File: src/design/mac_pkg.sv
package mac_pkg;

   // ----------------------------------------------------------------
   // register offsets in device 0 configuration space
   // ----------------------------------------------------------------
   localparam logic [7:0] MAC_OFF_RATE_POLICY  = 8'h50;
   localparam logic [7:0] MAC_OFF_APERTURE_CTL = 8'h51;

   // ----------------------------------------------------------------
   // field positions
   // ----------------------------------------------------------------
   localparam int MAC_BIT_LOCAL_RATE  = 4;
   localparam int MAC_BIT_PAGE_POLICY = 3;
   localparam int MAC_BIT_SYS_RATE    = 2;
   localparam int MAC_BIT_PATH_LOCK   = 2;
   localparam int MAC_BIT_AP_ENABLE   = 1;
   localparam int MAC_BIT_PATH_SELECT = 0;

   // ----------------------------------------------------------------
   // reset values and fixed read values
   // ----------------------------------------------------------------
   localparam logic       MAC_RST_PAGE_POLICY = 1'b0;
   localparam logic       MAC_RST_PATH_LOCK   = 1'b0;
   localparam logic       MAC_RST_AP_ENABLE   = 1'b0;
   localparam logic       MAC_RST_PATH_SELECT = 1'b0;
   localparam logic [7:0] MAC_READ_ONES       = 8'hFF;
   localparam logic [7:0] MAC_READ_ZERO       = 8'h00;
   localparam logic [1:0] MAC_SPACE_CTL_OFF   = 2'h0;

   // ----------------------------------------------------------------
   // configuration device numbers
   // ----------------------------------------------------------------
   localparam logic [1:0] MAC_DEV_HOST   = 2'h0;
   localparam logic [1:0] MAC_DEV_BRIDGE = 2'h1;
   localparam logic [1:0] MAC_DEV_GFX    = 2'h2;

   // number of aperture requesters: processor, primary pci, second port
   localparam int MAC_AP_PORTS = 3;

endpackage : mac_pkg

File: src/design/mac_page_close.sv
`timescale 1ns/10ps
module mac_page_close (
   input  wire logic clk,
   input  wire logic nrst,
   input  wire logic ce,
   input  wire logic page_close_policy,
   input  wire logic page_miss,
   input  wire logic row_change_open,
   input  wire logic refresh_start,
   output logic      precharge_bank,
   output logic      precharge_all
);

   typedef struct packed {
      logic pre_bank;
      logic pre_all;
   } mac_pc_state_t;

   mac_pc_state_t s_q;
   mac_pc_state_t s_d;

   // ----------------------------------------------------------------
   // precharge command choice
   // ----------------------------------------------------------------
   // precharge all wins over bank precharge: it already closes the bank
   always_comb begin
      s_d = s_q;
      s_d.pre_all = (page_miss && page_close_policy)
                    || row_change_open || refresh_start;
      s_d.pre_bank = page_miss && !page_close_policy && !s_d.pre_all;
   end

   always_ff @(posedge clk) begin
      if (!nrst) begin
         s_q <= '0;
      end else if (ce) begin
         s_q <= s_d;
      end
   end

   assign precharge_bank = s_q.pre_bank;
   assign precharge_all  = s_q.pre_all;
endmodule : mac_page_close

File: src/design/mac_regs.sv
`timescale 1ns/10ps
module mac_regs #(
   parameter bit FULL_LOCAL_MEM = 1'b1  // 0 for variants without local graphics memory
) (
   input  wire logic        clk,
   input  wire logic        nrst,
   input  wire logic        ce,
   // reset straps
   input  wire logic        local_mem_rate_strap,
   input  wire logic        system_mem_rate_strap_pin,
   // configuration cycles, byte wide
   input  wire logic        cfg_wr,
   input  wire logic        cfg_rd,
   input  wire logic [1:0]  cfg_dev,
   input  wire logic [7:0]  cfg_off,
   input  wire logic [7:0]  cfg_wdata,
   input  wire logic        cfg_agp_reg,
   input  wire logic [7:0]  cfg_ext_rdata,
   output logic [7:0]       cfg_rdata,
   output logic             cfg_rack,
   // system management space control field
   input  wire logic [1:0]  system_mgmt_space_control,
   // aperture requests from processor, primary pci, second port
   input  wire logic [2:0]  ap_req,
   output logic [2:0]       ap_gnt,
   // clock selects and visibility
   output logic             local_mem_clk_133,
   output logic             sys_mem_clk_133,
   output logic             bridge_dev_en,
   output logic             gfx_dev_en,
   output logic             gfx_path_mode,
   // dram controller side
   input  wire logic        page_miss,
   input  wire logic        row_change_open,
   input  wire logic        refresh_start,
   output logic             precharge_bank,
   output logic             precharge_all
);

   typedef struct packed {
      logic       local_rate;
      logic       page_policy;
      logic       sys_rate;
      logic       path_lock;
      logic       lock_used;
      logic       ap_enable;
      logic       path_select;
      logic [7:0] rdata;
      logic       rack;
      logic [2:0] gnt;
      logic       bridge_en;
      logic       gfx_en;
   } mac_state_t;

   mac_state_t s_q;
   mac_state_t s_d;

   logic       wr_rate;
   logic       wr_ap;
   logic [7:0] rate_view;
   logic [7:0] ap_view;
   logic       gfx_claim;

   // ----------------------------------------------------------------
   // address decode
   // ----------------------------------------------------------------
   // only device 0 holds these two registers
   assign wr_rate = cfg_wr && (cfg_dev == mac_pkg::MAC_DEV_HOST)
                    && (cfg_off == mac_pkg::MAC_OFF_RATE_POLICY);
   assign wr_ap   = cfg_wr && (cfg_dev == mac_pkg::MAC_DEV_HOST)
                    && (cfg_off == mac_pkg::MAC_OFF_APERTURE_CTL);

   // graphics device claims cycles only in graphics mode with space control set
   assign gfx_claim = s_q.path_select
                      && (system_mgmt_space_control != mac_pkg::MAC_SPACE_CTL_OFF);

   // ----------------------------------------------------------------
   // read views, reserved bits zero
   // ----------------------------------------------------------------
   always_comb begin
      rate_view = 8'h00;
      rate_view[mac_pkg::MAC_BIT_LOCAL_RATE]  = s_q.local_rate;
      rate_view[mac_pkg::MAC_BIT_PAGE_POLICY] = s_q.page_policy;
      rate_view[mac_pkg::MAC_BIT_SYS_RATE]    = s_q.sys_rate;
      ap_view = 8'h00;
      ap_view[mac_pkg::MAC_BIT_PATH_LOCK]   = s_q.path_lock;
      ap_view[mac_pkg::MAC_BIT_AP_ENABLE]   = s_q.ap_enable;
      ap_view[mac_pkg::MAC_BIT_PATH_SELECT] = s_q.path_select;
   end

   // ----------------------------------------------------------------
   // next state
   // ----------------------------------------------------------------
   always_comb begin
      s_d = s_q;
      s_d.rack = 1'b0;
      // rate and policy register, reserved bits dropped
      if (wr_rate) begin
         // reduced variants keep the bit at zero so 133 MHz is unreachable
         s_d.local_rate  = FULL_LOCAL_MEM
                           && cfg_wdata[mac_pkg::MAC_BIT_LOCAL_RATE];
         s_d.page_policy = cfg_wdata[mac_pkg::MAC_BIT_PAGE_POLICY];
         s_d.sys_rate    = cfg_wdata[mac_pkg::MAC_BIT_SYS_RATE];
      end
      // aperture control register
      if (wr_ap) begin
         if (!s_q.lock_used) begin
            s_d.path_lock = cfg_wdata[mac_pkg::MAC_BIT_PATH_LOCK];
            s_d.lock_used = 1'b1;
         end
         s_d.ap_enable = cfg_wdata[mac_pkg::MAC_BIT_AP_ENABLE];
         // the lock in force before this write decides
         if (!s_q.path_lock) begin
            s_d.path_select = cfg_wdata[mac_pkg::MAC_BIT_PATH_SELECT];
         end
      end
      // read answer; a write in the same cycle takes precedence
      if (cfg_rd && !cfg_wr) begin
         s_d.rack = 1'b1;
         case (cfg_dev)
            mac_pkg::MAC_DEV_HOST: begin
               if (cfg_off == mac_pkg::MAC_OFF_RATE_POLICY) begin
                  s_d.rdata = rate_view;
               end else if (cfg_off == mac_pkg::MAC_OFF_APERTURE_CTL) begin
                  s_d.rdata = ap_view;
               end else if (s_q.path_select && cfg_agp_reg) begin
                  s_d.rdata = mac_pkg::MAC_READ_ZERO;
               end else begin
                  s_d.rdata = cfg_ext_rdata;
               end
            end
            mac_pkg::MAC_DEV_BRIDGE: begin
               // hidden device behaves as if absent
               s_d.rdata = !s_q.path_select ? cfg_ext_rdata
                                            : mac_pkg::MAC_READ_ONES;
            end
            mac_pkg::MAC_DEV_GFX: begin
               s_d.rdata = gfx_claim ? cfg_ext_rdata
                                     : mac_pkg::MAC_READ_ONES;
            end
            default: begin
               s_d.rdata = cfg_ext_rdata;
            end
         endcase
      end
      // visibility outputs lag the select by one cycle; read routing above
      // uses the select itself, so a read right after a select write is right
      s_d.bridge_en = !s_q.path_select;
      s_d.gfx_en    = gfx_claim;
      // aperture gate, one flop so the grant is clean
      s_d.gnt = ap_req & {mac_pkg::MAC_AP_PORTS{s_q.ap_enable}};
   end

   // ----------------------------------------------------------------
   // state register
   // ----------------------------------------------------------------
   // straps are sampled on every reset edge, so the last one before release wins
   always_ff @(posedge clk) begin
      if (!nrst) begin
         s_q             <= '0;
         s_q.local_rate  <= FULL_LOCAL_MEM && local_mem_rate_strap;
         s_q.sys_rate    <= system_mem_rate_strap_pin;
         s_q.page_policy <= mac_pkg::MAC_RST_PAGE_POLICY;
         s_q.path_lock   <= mac_pkg::MAC_RST_PATH_LOCK;
         s_q.ap_enable   <= mac_pkg::MAC_RST_AP_ENABLE;
         s_q.path_select <= mac_pkg::MAC_RST_PATH_SELECT;
         s_q.bridge_en   <= 1'b1;
      end else if (ce) begin
         s_q <= s_d;
      end
   end

   // ----------------------------------------------------------------
   // outputs
   // ----------------------------------------------------------------
   // a set bit means 133 MHz, a clear bit 100 MHz
   assign local_mem_clk_133 = s_q.local_rate;
   assign sys_mem_clk_133   = s_q.sys_rate;
   assign cfg_rdata         = s_q.rdata;
   assign cfg_rack          = s_q.rack;
   assign ap_gnt            = s_q.gnt;
   assign bridge_dev_en     = s_q.bridge_en;
   assign gfx_dev_en        = s_q.gfx_en;
   assign gfx_path_mode     = s_q.path_select;

   // ----------------------------------------------------------------
   // page closing engine
   // ----------------------------------------------------------------
   mac_page_close u_page_close (
      .clk               (clk),
      .nrst              (nrst),
      .ce                (ce),
      .page_close_policy (s_q.page_policy),
      .page_miss         (page_miss),
      .row_change_open   (row_change_open),
      .refresh_start     (refresh_start),
      .precharge_bank    (precharge_bank),
      .precharge_all     (precharge_all)
   );
endmodule : mac_regs

File: config.mk
export PLATFORM = sky130hd
export DESIGN_NAME = mac_regs
export DESIGN_NICKNAME = d
export VERILOG_FILES = /design/src/design/mac_pkg.sv /design/src/design/mac_page_close.sv /design/src/design/mac_regs.sv
export SDC_FILE = /design/constraint.sdc
export NUM_CORES = 1
export LEC_CHECK = 0
export ABC_CLOCK_PERIOD_IN_PS = 3400
export BUFFER_PORTS_ARGS = -buffer_cell sky130_fd_sc_hd__buf_2
export CORE_ASPECT_RATIO = 0.75
export CORE_MARGIN = 1.5
export CORE_UTILIZATION = 48
export DETAILED_ROUTE_END_ITERATION = 6
export PLACE_DENSITY = 0.84
export RECOVER_POWER = 50
export SYNTH_ARGS = -nofsm -noshare
export SYNTH_HDL_FRONTEND = slang
export SYNTH_SLANG_ARGS = --single-unit
File: constraint.sdc
create_clock -name clk -period 3.4 [get_ports clk]
set_clock_uncertainty 0.1 [all_clocks]
set_input_delay 0 -clock clk [delete_from_list [all_inputs] [get_ports clk]]
set_output_delay 0 -clock clk [all_outputs]
set_load 0.05 [all_outputs]
==> results by group, run 1 <==
Logic synthesis
  • YS warnings: 0
  • Yosys reg bits: 23
  • Register area share after synthesis: around two fifths
  • Most used DFF post-synth: dfxtp_1
  • Syn nets: ~180
  • Mapped Cells: 140
  • Library cells used by synthesis: 38
  • Avg Inst Size Synth: ~8.5 sq um
  • Mapped cell area: about 1200 sq um
  • Post-synth ARST share: 0%
  • Post-synth EDFFs: 2

Critical path
  • Critical Path End Type: flip-flop
  • Cell family with most CP delay: buffers and inverters
  • Worst path depth: 5
  • Critical path endpoint: u_page_close.precharge_all
  • Slowest Stage Delay on Critical Path: between 700 and 800 ps
  • R2R depth: 5
  • RR Endpoint: cfg_rdata[2]
  • Worst R2R Start: gfx_path_mode
  • Worst path buffer plus inverter count: 3
  • Crit-path slowest cell: clkbuf_1
  • Critical setup path kind: in -> reg
  • Critical Path, Cell by Cell: dlygate4sd3_1 -> clkbuf_1 -> o21ai_0 -> a21oi_1 -> dlygate4sd3_1
  • Worst Path Required: roughly 3600 ps
  • WP data arrival: around 2300 ps
  • Critical-path maximum fanout: 27
  • Worst Setup SP: nrst
  • CP Launch Type: input port
  • CP most frequent cell: dlygate4sd3_1
  • R2R setup slack: roughly 1400 ps

Global route
  • Vias in the first global route: approximately 1300
  • Total congestion overflow: 0
  • Initial antenna violation count: 0
  • Largest net degree at the start of global routing: 28
  • Global-route wire length before repair: around 5200 um
  • Total GRT Usage: between 20% and 30%

Drt
  • Routed vias: about 1300
  • DR vias/cell: roughly 5.1
  • Total Routed Length: between 3000 and 4000 um
  • Drt first-iter violations: ~100
  • Antenna viol nets, final: 0
  • DRC Markers: 0
  • DRT Pass-1 Iters: 4
  • Routed WL per cell: ~13 um

Placement
  • Hpwl dp: 2150 um
  • Buffers added on ports: 57
  • GPL Wtd Cong: slightly below 0.8

Timing
  • Fin. Hold Viols: 0
  • RSZ-0062 raised after global routing: false
  • WHS: between 7 and 8 ps
  • Min cycle time layout: around 2200 ps
  • Setup Viol. Count Final: 0
  • Slew HR: a little over a third
  • Achievable Freq: around 460 MHz
  • Slew @ Worst Pin: ~960 ps
  • Final worst path period share: 64.0%
  • Final Max Tran Viols: 0
  • Fin Setup TNS: 0 ps

Outcome
  • Status: completed

Clock tree
  • CTS buffer count: 3
  • Clk buf depth: 2
  • Worst-path clk slew: roughly 110 ps
  • CTS HTree Levels: 1
  • Worst-Skew Late Latency: around 310 ps
  • Post-CTS sizing: 0
  • Clock sinks: 23
  • Clock root buffer: clkbuf_4
  • CTS tree: built

Power and ir drop
  • Pwr Density: between 300 and 400 nW/um^2
  • Leakage: 0.676 nW
  • VDD IR max: between 200 and 250 uV

Floorplanning
  • Row Count: 15
  • Die footprint: 2800 sq um
  • IO Count: 61
  • Core Area: around 2300 sq um
  • Die height: 46.2 um
  • Initial cell density of the core: around 50%
  • Die X: between 60 and 70 um

Cells and area
  • # diodes: 0
  • Share of cells above drive strength 1: around 22%
  • Final Net Count: about 260
  • FILL cells: around 180
  • P&R area growth vs syn: 45.1%

Flow run
  • Max Cap Violations: 0

Min path
  • Hold WC Path Type: in -> reg
## worst register-to-register path, cell delays in order, from the launching register on
cell	delay (ps)
dfxtp_1	490
o21a_1	180
o22ai_1	140
nor2_1	320
a41oi_1	160
dlygate4sd3_1	570
## worst min-delay path by stage
stage	startpoint	endpoint	slack (ps)	cells after the start
global route	ce	gfx_dev_en	50	3
global placement	cfg_wdata[3]	rate_view[3]	160	3
detailed placement	cfg_wdata[3]	rate_view[3]	170	3
floorplan	page_miss	u_page_close.precharge_all	50	2
finish	ce	bridge_dev_en	7	4
CTS	ce	bridge_dev_en	6	4
## Yosys cell counts, types with 4 or more instances
cell type / count / area [sq um]
a21boi_0: 5 / 37.5
a31oi_1: 4 / 25.0
buf_4: 11 / 82.6
clkbuf_1: 5 / 18.8
dfxtp_1: 21 / 420
inv_1: 5 / 18.8
nand2_1: 15 / 56.3
nand2b_1: 6 / 37.5
nand3_1: 8 / 40.0
nor2_1: 7 / 26.3
o21ai_0: 14 / 70.1
## report_power, final
group          switching (W)  internal, W  total (W)
Sequential        0.00000405     0.000282   0.000286
Combinational      0.0000667    0.0000521   0.000119
Clock              0.0000777    0.0000458   0.000124
Total               0.000148     0.000380   0.000528
## routing by layer
| layer | global-route usage, % | wire (um) | vias to the layer above |
|---|---|---|---|
| met1 | 28.7 | 1400 | 576 |
| met5 | 0 | 0 | - |
| met4 | 12.2 | 106 | 0 |
| met2 | 44.5 | 1590 | 48 |
| met3 | 7.87 | 221 | 12 |
| li1 | - | - | 645 |
## cell type report
type	count	area, sq um	area share, %
multi-input cells	96	596	34.3
repair buffers	88	572	32.9
flip-flops and latches	23	480	27.7
well taps	34	42.5	2.45
clock buffers	4	26.3	1.51
inverters	5	18.8	1.08
## flip-flops by register name, summed over array words and instances, names as in the netlist
name / flops
rate_view: 1
ap_gnt: 3
cfg_rdata: 8
u_page_close.precharge_bank: 1
gfx_path_mode: 1
ap_view: 2
cfg_rack: 1
u_page_close.precharge_all: 1
gfx_dev_en: 1
s_q: 1
sys_mem_clk_133: 1
bridge_dev_en: 1
local_mem_clk_133: 1
## cell usage in the layout (no fill, tap or decap), types with 2 or more instances in the layout
cell           count
nor3_1             3
mux2i_1            2
nand2_1           15
inv_1              5
o21ai_0           14
nor2b_1            3
nand3_1            8
o21a_1             2
nand2b_1           6
dlygate4sd3_1     31
dfxtp_1           21
clkbuf_1          20
clkbuf_4           3
nor2_1             7
o21ai_1            2
buf_2             38
a21boi_1           3
a31oi_1            4
a21boi_0           5
edfxtp_1           2
o32ai_1            3
## cell families (layout without fill, tap and decap cells)
logic type      Yosys count  after routing  share of synthesized area (%)
compound gates           38             38                           20.3
buf+inv                  21             97                           10.0
flops                    23             23                           40.2
mux                       2              2                           1.67
simple gates             56             56                           27.8
## per-stage QoR
step | util [%] | area, sq um | setup slack, ps | cells | total power [W]
floorplan | - | 1200 | 1790 | 140 | 0.000355
detailed placement | 61.1 | 1420 | 1850 | 215 | 0.000386
global route | 74.6 | 1740 | 1130 | 250 | 0.000557
finish | 74.6 | 1740 | 1230 | 250 | 0.000528
global placement | 61.1 | 1420 | 1880 | 215 | 0.000384
CTS | 75.6 | 1760 | 1380 | 250 | 0.000530
## what timing repair did
item | in CTS | in global routing
hold buffers | 31 | 0
buffers inserted | 0 | 0
hold endpoints to repair | 21 | 0
No activity file was read; power rests on OpenSTA's default activity.
==> run 2, diff against run 1 <==
--- a/config.mk
+++ b/config.mk
@@ -5,13 +5,13 @@
 export SDC_FILE = /design/constraint.sdc
 export NUM_CORES = 1
 export LEC_CHECK = 0
-export ABC_CLOCK_PERIOD_IN_PS = 3400
+export ABC_CLOCK_PERIOD_IN_PS = 2100
 export BUFFER_PORTS_ARGS = -buffer_cell sky130_fd_sc_hd__buf_2
 export CORE_ASPECT_RATIO = 0.75
 export CORE_MARGIN = 1.5
-export CORE_UTILIZATION = 48
+export CORE_UTILIZATION = 44
 export DETAILED_ROUTE_END_ITERATION = 6
-export PLACE_DENSITY = 0.84
+export PLACE_DENSITY = 0.78
 export RECOVER_POWER = 50
 export SYNTH_ARGS = -nofsm -noshare
 export SYNTH_HDL_FRONTEND = slang
==> constraint.sdc (replaced) <==
create_clock -name clk -period 2.1 [get_ports clk]
set_clock_uncertainty 0.1 [all_clocks]
set_input_delay 0 -clock clk [delete_from_list [all_inputs] [get_ports clk]]
set_output_delay 0 -clock clk [all_outputs]
set_load 0.05 [all_outputs]
==> run 2 against run 1 <==
Net effect:
- register-to-register slack got worse by 1200 ps
- first-iteration DRC count decreased by 37%
- sequential power rose by 62%
- flip-flop and latch count did not move
- global-route usage is 4.7 points lower
- highest routed layer unchanged
==> results by group, run 2 (synthesis results as in run 1) <==
Global route
  • Vias in the first global route: 1113
  • Initial antenna violation count: 0
  • Global-route wire length before repair: 4840 um
  • Total congestion overflow: 0
  • Largest net degree at the start of global routing: 28
  • Total GRT Usage: 20.9%

Timing
  • Setup Viol. Count Final: 0
  • Fin Setup TNS: 0 ps
  • Slew HR: between 50% and 60%
  • Fin. Hold Viols: 0
  • Final worst path period share: between 90% and 100%
  • Min cycle time layout: 1960 ps
  • Slew @ Worst Pin: ~700 ps
  • RSZ-0062 raised after global routing: false
  • Final Max Tran Viols: 0
  • Achievable Freq: 510 MHz

Cells and area
  • Cell area after layout: ~1700 sq um
  • Finished Core Util: between 60% and 70%
  • P&R area growth vs syn: 43.5%
  • FILL cells: 234
  • # diodes: 0
  • Share of cells above drive strength 1: a little under a quarter
  • Area of the multi-input gates: around 600 sq um
  • Max reg flops: 8
  • Final Net Count: approximately 260
  • Commonest non-fill, non-tap cell in the layout: buf_2
  • Most frequent cells in the layout: 39 x buf_2, 30 x dlygate4sd3_1, 21 x dfxtp_1, 19 x clkbuf_1, 15 x nand2_1
  • Register area: between 400 and 500 sq um

Drt
  • Total Routed Length: around 3300 um
  • DR vias/cell: approximately 5
  • Drt first-iter violations: 64
  • Antenna viol nets, final: 0
  • DRC Markers: 0
  • Routed vias: between 1000 and 1500
  • DRT Pass-1 Iters: 4
  • Routed WL per cell: between 10 and 15 um

Placement
  • Hpwl dp: around 2200 um
  • GPL Wtd Cong: between 0.7 and 0.8
  • Buffers added on ports: 57
  • Cell area after placement: about 1400 sq um

Clock tree
  • Worst-path clk slew: between 100 and 150 ps
  • CTS buffer count: 3
  • Post CTS Setup Buffer Count: 0
  • Clock sinks: 23
  • Worst-Skew Late Latency: about 300 ps
  • CTS tree: built
  • Clk buf depth: 2
  • Clock root buffer: clkbuf_4
  • CTS HTree Levels: 1

Critical path
  • Critical setup path kind: reg -> reg
  • WP data arrival: 2070 ps
  • CP Launch Type: flip-flop
  • Critical Path End Type: flip-flop
  • Worst Path Required: 2210 ps
  • Critical-path maximum fanout: 8

Power and ir drop
  • Pwr Density: slightly below 500 nW/um^2
  • Leakage: ~0.66 nW
  • VDD IR max: slightly above 300 uV

Min path
  • Hold WC Path Type: in -> reg

Outcome
  • Status: completed

Flow run
  • Max Cap Violations: 0

Floorplanning
  • Die height: 48.2 um
  • Row Count: 16
  • Die footprint: between 3000 and 4000 sq um
  • Core Area: around 2600 sq um
  • IO Count: 61
  • Initial cell density of the core: 46.0%
  • Die X: 63.2 um
-- run 2: cell count changes in the layout (fill, tap and decap cells not counted) --
| cell | delta |
|---|---|
| dlygate4sd3_1 | -1 |
| nor2_2 | +1 |
| buf_2 | +1 |
| nor4_4 | -1 |
| nor2_1 | -1 |
| nor4_1 | +1 |
| clkbuf_1 | -1 |
-- run 2: where the power goes --
group / switching (W) / internal (W) / total [W]
clock: 0.000127 / 0.0000741 / 0.000201
combinational: 0.000105 / 0.0000844 / 0.000189
sequential: 0.00000662 / 0.000456 / 0.000462
total: 0.000239 / 0.000614 / 0.000853
-- run 2: what timing repair did --
action | in CTS | in global routing
resized for setup | 0 | 1
endpoints found under the hold margin | 21 | 0
setup endpoints to repair | 0 | 3
hold buffers | 30 | 0
-- run 2: critical path, cell delays in order (launching register included) --
cell and delay (ps):
dfxtp_1 480, o21a_1 190, o22ai_1 160, nor2_2 230, a41oi_1 140, dlygate4sd3_1 570
-- run 2: final cells by class --
cell class	instances	share of cell area (%)
Clock buffer	4	1.53
Inverter	5	1.09
Multi-Input combinational cell	96	34.0
Sequential cell	23	28.0
Tap cell	36	2.62
Timing Repair Buffer	87	32.8
-- run 2: worst paths after layout --
| path | cells after the start | from | to | slack (ps) |
|---|---|---|---|---|
| min reg2reg | 2 | s_q[16] | s_q[16] | 380 |
| max | 5 | gfx_path_mode | cfg_rdata[2] | 140 |
| min | 4 | system_mgmt_space_control[1] | gfx_dev_en | 10 |
| max reg2reg | 5 | gfx_path_mode | cfg_rdata[2] | 140 |
-- run 2: metrics by stage --
step           cells  total power [W]  hold slack [ps]  setup WS [ps]
2_1_floorplan    140         0.000574             45.8            487
3_3_place_gp     217         0.000621              174            588
3_5_place_dp     217         0.000624              175            539
4_1_cts          251         0.000858             12.7           84.5
5_1_grt          251         0.000898             27.0           12.3
6_report         251         0.000853             9.94            138
-- run 2: routing by layer --
layer | track usage [%] | routed length, um
met1 | 24.9 | 1400
met2 | 40.0 | 1660
met3 | 5.31 | 171
met4 | 4.35 | 22
met5 | 0 | 0
==> run 3, diff against run 2 <==
--- a/config.mk
+++ b/config.mk
@@ -7,11 +7,12 @@
 export LEC_CHECK = 0
 export ABC_CLOCK_PERIOD_IN_PS = 2100
 export BUFFER_PORTS_ARGS = -buffer_cell sky130_fd_sc_hd__buf_2
+export CAP_MARGIN = 5
 export CORE_ASPECT_RATIO = 0.75
 export CORE_MARGIN = 1.5
-export CORE_UTILIZATION = 44
+export CORE_UTILIZATION = 39
 export DETAILED_ROUTE_END_ITERATION = 6
-export PLACE_DENSITY = 0.78
+export PLACE_DENSITY = 0.7
 export RECOVER_POWER = 50
 export SYNTH_ARGS = -nofsm -noshare
 export SYNTH_HDL_FRONTEND = slang
==> run 3 against run 2 <==
Net effect:
- design area is 3.2% lower
- clock-buffer cell count is 1 lower
- global-route usage is 0.12 points lower
- hold slack better by 2.8 ps
- via count is 3.2% lower
- maximum frequency is 16% higher
- final cell count is 2.8% lower
- non-clock buffer count is 9 lower
- setup slack better by 270 ps
- largest power group unchanged
- sequential power hardly changed
- die area is 12% higher
- power is 7.8% higher
==> results by group, run 3 (synthesis results as in run 1) <==
Global route
  • Largest net degree at the start of global routing: 28
  • Total GRT Usage: between 20% and 30%
  • Total congestion overflow: 0
  • Initial antenna violation count: 0
  • Vias in the first global route: roughly 1200
  • Global-route wire length before repair: approximately 5300 um

Power and ir drop
  • VDD IR max: roughly 340 uV
  • Int Pwr: approximately 0.00067 W
  • Sequential Power Share: between 50% and 60%
  • Net Sw Power: ~0.00025 W
  • Combinational share of power: 19.8%
  • Total power: 0.000919 W
  • Leakage: 0.647 nW
  • Pwr Density: 553 nW/um^2
  • Clock group share of total power: 29.9%
  • Switching share of power: around 28%

Cells and area
  • Area of the multi-input gates: 596 sq um
  • FILL cells: 296
  • Register area: 480 sq um
  • Final Net Count: between 200 and 250
  • Most frequent cells in the layout: 39 x buf_2, 21 x dfxtp_1, 21 x dlygate4sd3_1, 18 x clkbuf_1, 15 x nand2_1
  • Share of cells above drive strength 1: between 20 and 25%
  • P&R area growth vs syn: 38.9%
  • Max reg flops: 8
  • # diodes: 0
  • Commonest non-fill, non-tap cell in the layout: buf_2

Clock tree
  • Post-CTS sizing: 0
  • Post CTS Setup Buffer Count: 0
  • CTS HTree Levels: 1
  • Clock sinks: 23
  • Worst-Skew Late Latency: between 200 and 300 ps
  • CTS buffer count: 3
  • Clk buf depth: 2
  • Hold-fix buffers, CTS: 21
  • Clock root buffer: clkbuf_8
  • Worst-path clk slew: 80 ps
  • CTS tree: built

Timing
  • Fin Setup TNS: 0 ps
  • Min cycle time layout: 1690 ps
  • Final worst path period share: about four fifths
  • Setup Viol. Count Final: 0
  • Slew HR: 60.0%
  • Slew @ Worst Pin: approximately 600 ps
  • Final Max Tran Viols: 0
  • WHS: 12.7 ps
  • RSZ-0062 raised after global routing: false
  • Achievable Freq: ~590 MHz
  • Fin. Hold Viols: 0

Critical path
  • Critical setup path kind: in -> reg
  • R2R setup slack: about 570 ps
  • CP most frequent cell: dlygate4sd3_1
  • Worst Path Required: about 2200 ps
  • Critical-path maximum fanout: 2
  • Slowest Stage Delay on Critical Path: ~600 ps
  • Crit-path slowest cell: dlygate4sd3_1
  • WP data arrival: around 1800 ps
  • Critical Path End Type: flip-flop
  • Critical Path, Cell by Cell: dlygate4sd3_1 -> buf_2 -> nor3b_1 -> dlygate4sd3_1 -> nand3b_1 -> a21boi_0
  • CP Launch Type: input port

Placement
  • Hpwl dp: 2400 um
  • GPL Wtd Cong: ~0.83
  • Buffers added on ports: 57

Drt
  • Total Routed Length: around 3400 um
  • DR vias/cell: between 5 and 6
  • DRC Markers: 0
  • DRT Pass-1 Iters: 4
  • Routed WL per cell: 13.9 um
  • Drt first-iter violations: between 60 and 70
  • Antenna viol nets, final: 0
  • Routed vias: approximately 1200

Floorplanning
  • Initial cell density of the core: just over 40%
  • Die height: about 51 um
  • Core Area: between 2000 and 3000 sq um
  • Die footprint: approximately 3400 sq um
  • Row Count: 17
  • Die X: roughly 67 um
  • IO Count: 61

Outcome
  • Status: completed

Flow run
  • Max Cap Violations: 0

Min path
  • Hold WC Path Type: in -> reg
[run 3: cell types whose count changed in the layout (fill, tap and decap cells not counted)]
cell           before  now
nor2_2              1    0
clkbuf_8            0    3
clkbuf_4            3    0
nor4_1              1    0
nor4_4              0    1
clkinv_2            0    1
dlygate4sd3_1      30   21
clkbuf_1           19   18
nor2_1              6    7
[run 3: path summary, 6_finish.rpt]
kind | depth (start not counted) | from | endpoint
hold reg to reg | 2 | s_q[16] | s_q[16]
setup / recovery | 6 | refresh_start | u_page_close.precharge_bank
hold / removal | 3 | ce | ap_gnt[0]
setup reg to reg | 4 | gfx_path_mode | cfg_rdata[2]
[run 3: metrics by stage]
stage	util (%)	area [sq um]	std cells	setup slack (ps)
3_5_place_dp	48.6	1430	219	566
2_1_floorplan	-	1200	140	487
6_report	56.6	1660	244	411
5_1_grt	56.6	1660	244	341
4_1_cts	57.4	1680	244	472
3_3_place_gp	48.6	1430	219	587
[run 3: final cells by class]
| type | instances | area share, % |
|---|---|---|
| Clock buffer | 3 | 2.48 |
| Clock inverter | 1 | 0.301 |
| Inverter | 5 | 1.13 |
| Multi-Input combinational cell | 96 | 35.8 |
| Sequential cell | 23 | 28.9 |
| Tap cell | 38 | 2.86 |
| Timing Repair Buffer | 78 | 28.5 |
[run 3: power by group through the flow]
stage / Combinational (W) / Sequential (W) / Clock, W
floorplan: 0.0000832 / 0.000491 / 0
global placement: 0.000151 / 0.000471 / 0
detailed placement: 0.000154 / 0.000472 / 0
CTS: 0.000185 / 0.000462 / 0.000279
global route: 0.000196 / 0.000464 / 0.000300
finish: 0.000182 / 0.000462 / 0.000275
[run 3: routing by layer]
layer / track usage, % / wire [um] / part of all wire (%) / up-vias
li1: - / - / - / 621
met1: 24.0 / 1430 / 42 / 567
met2: 36.8 / 1680 / 50 / 38
met3: 5.07 / 215 / 6.4 / 6
met4: 7.82 / 57 / 1.7 / 0
met5: 0 / 0 / 0 / -
[run 3: critical path: cells and delay by family]
kind / cells / cell delay [ps]
buffers and inverters: 3 / 1270
and+or+nand+nor: 2 / 320
AOI/OAI and AO/OA: 1 / 190
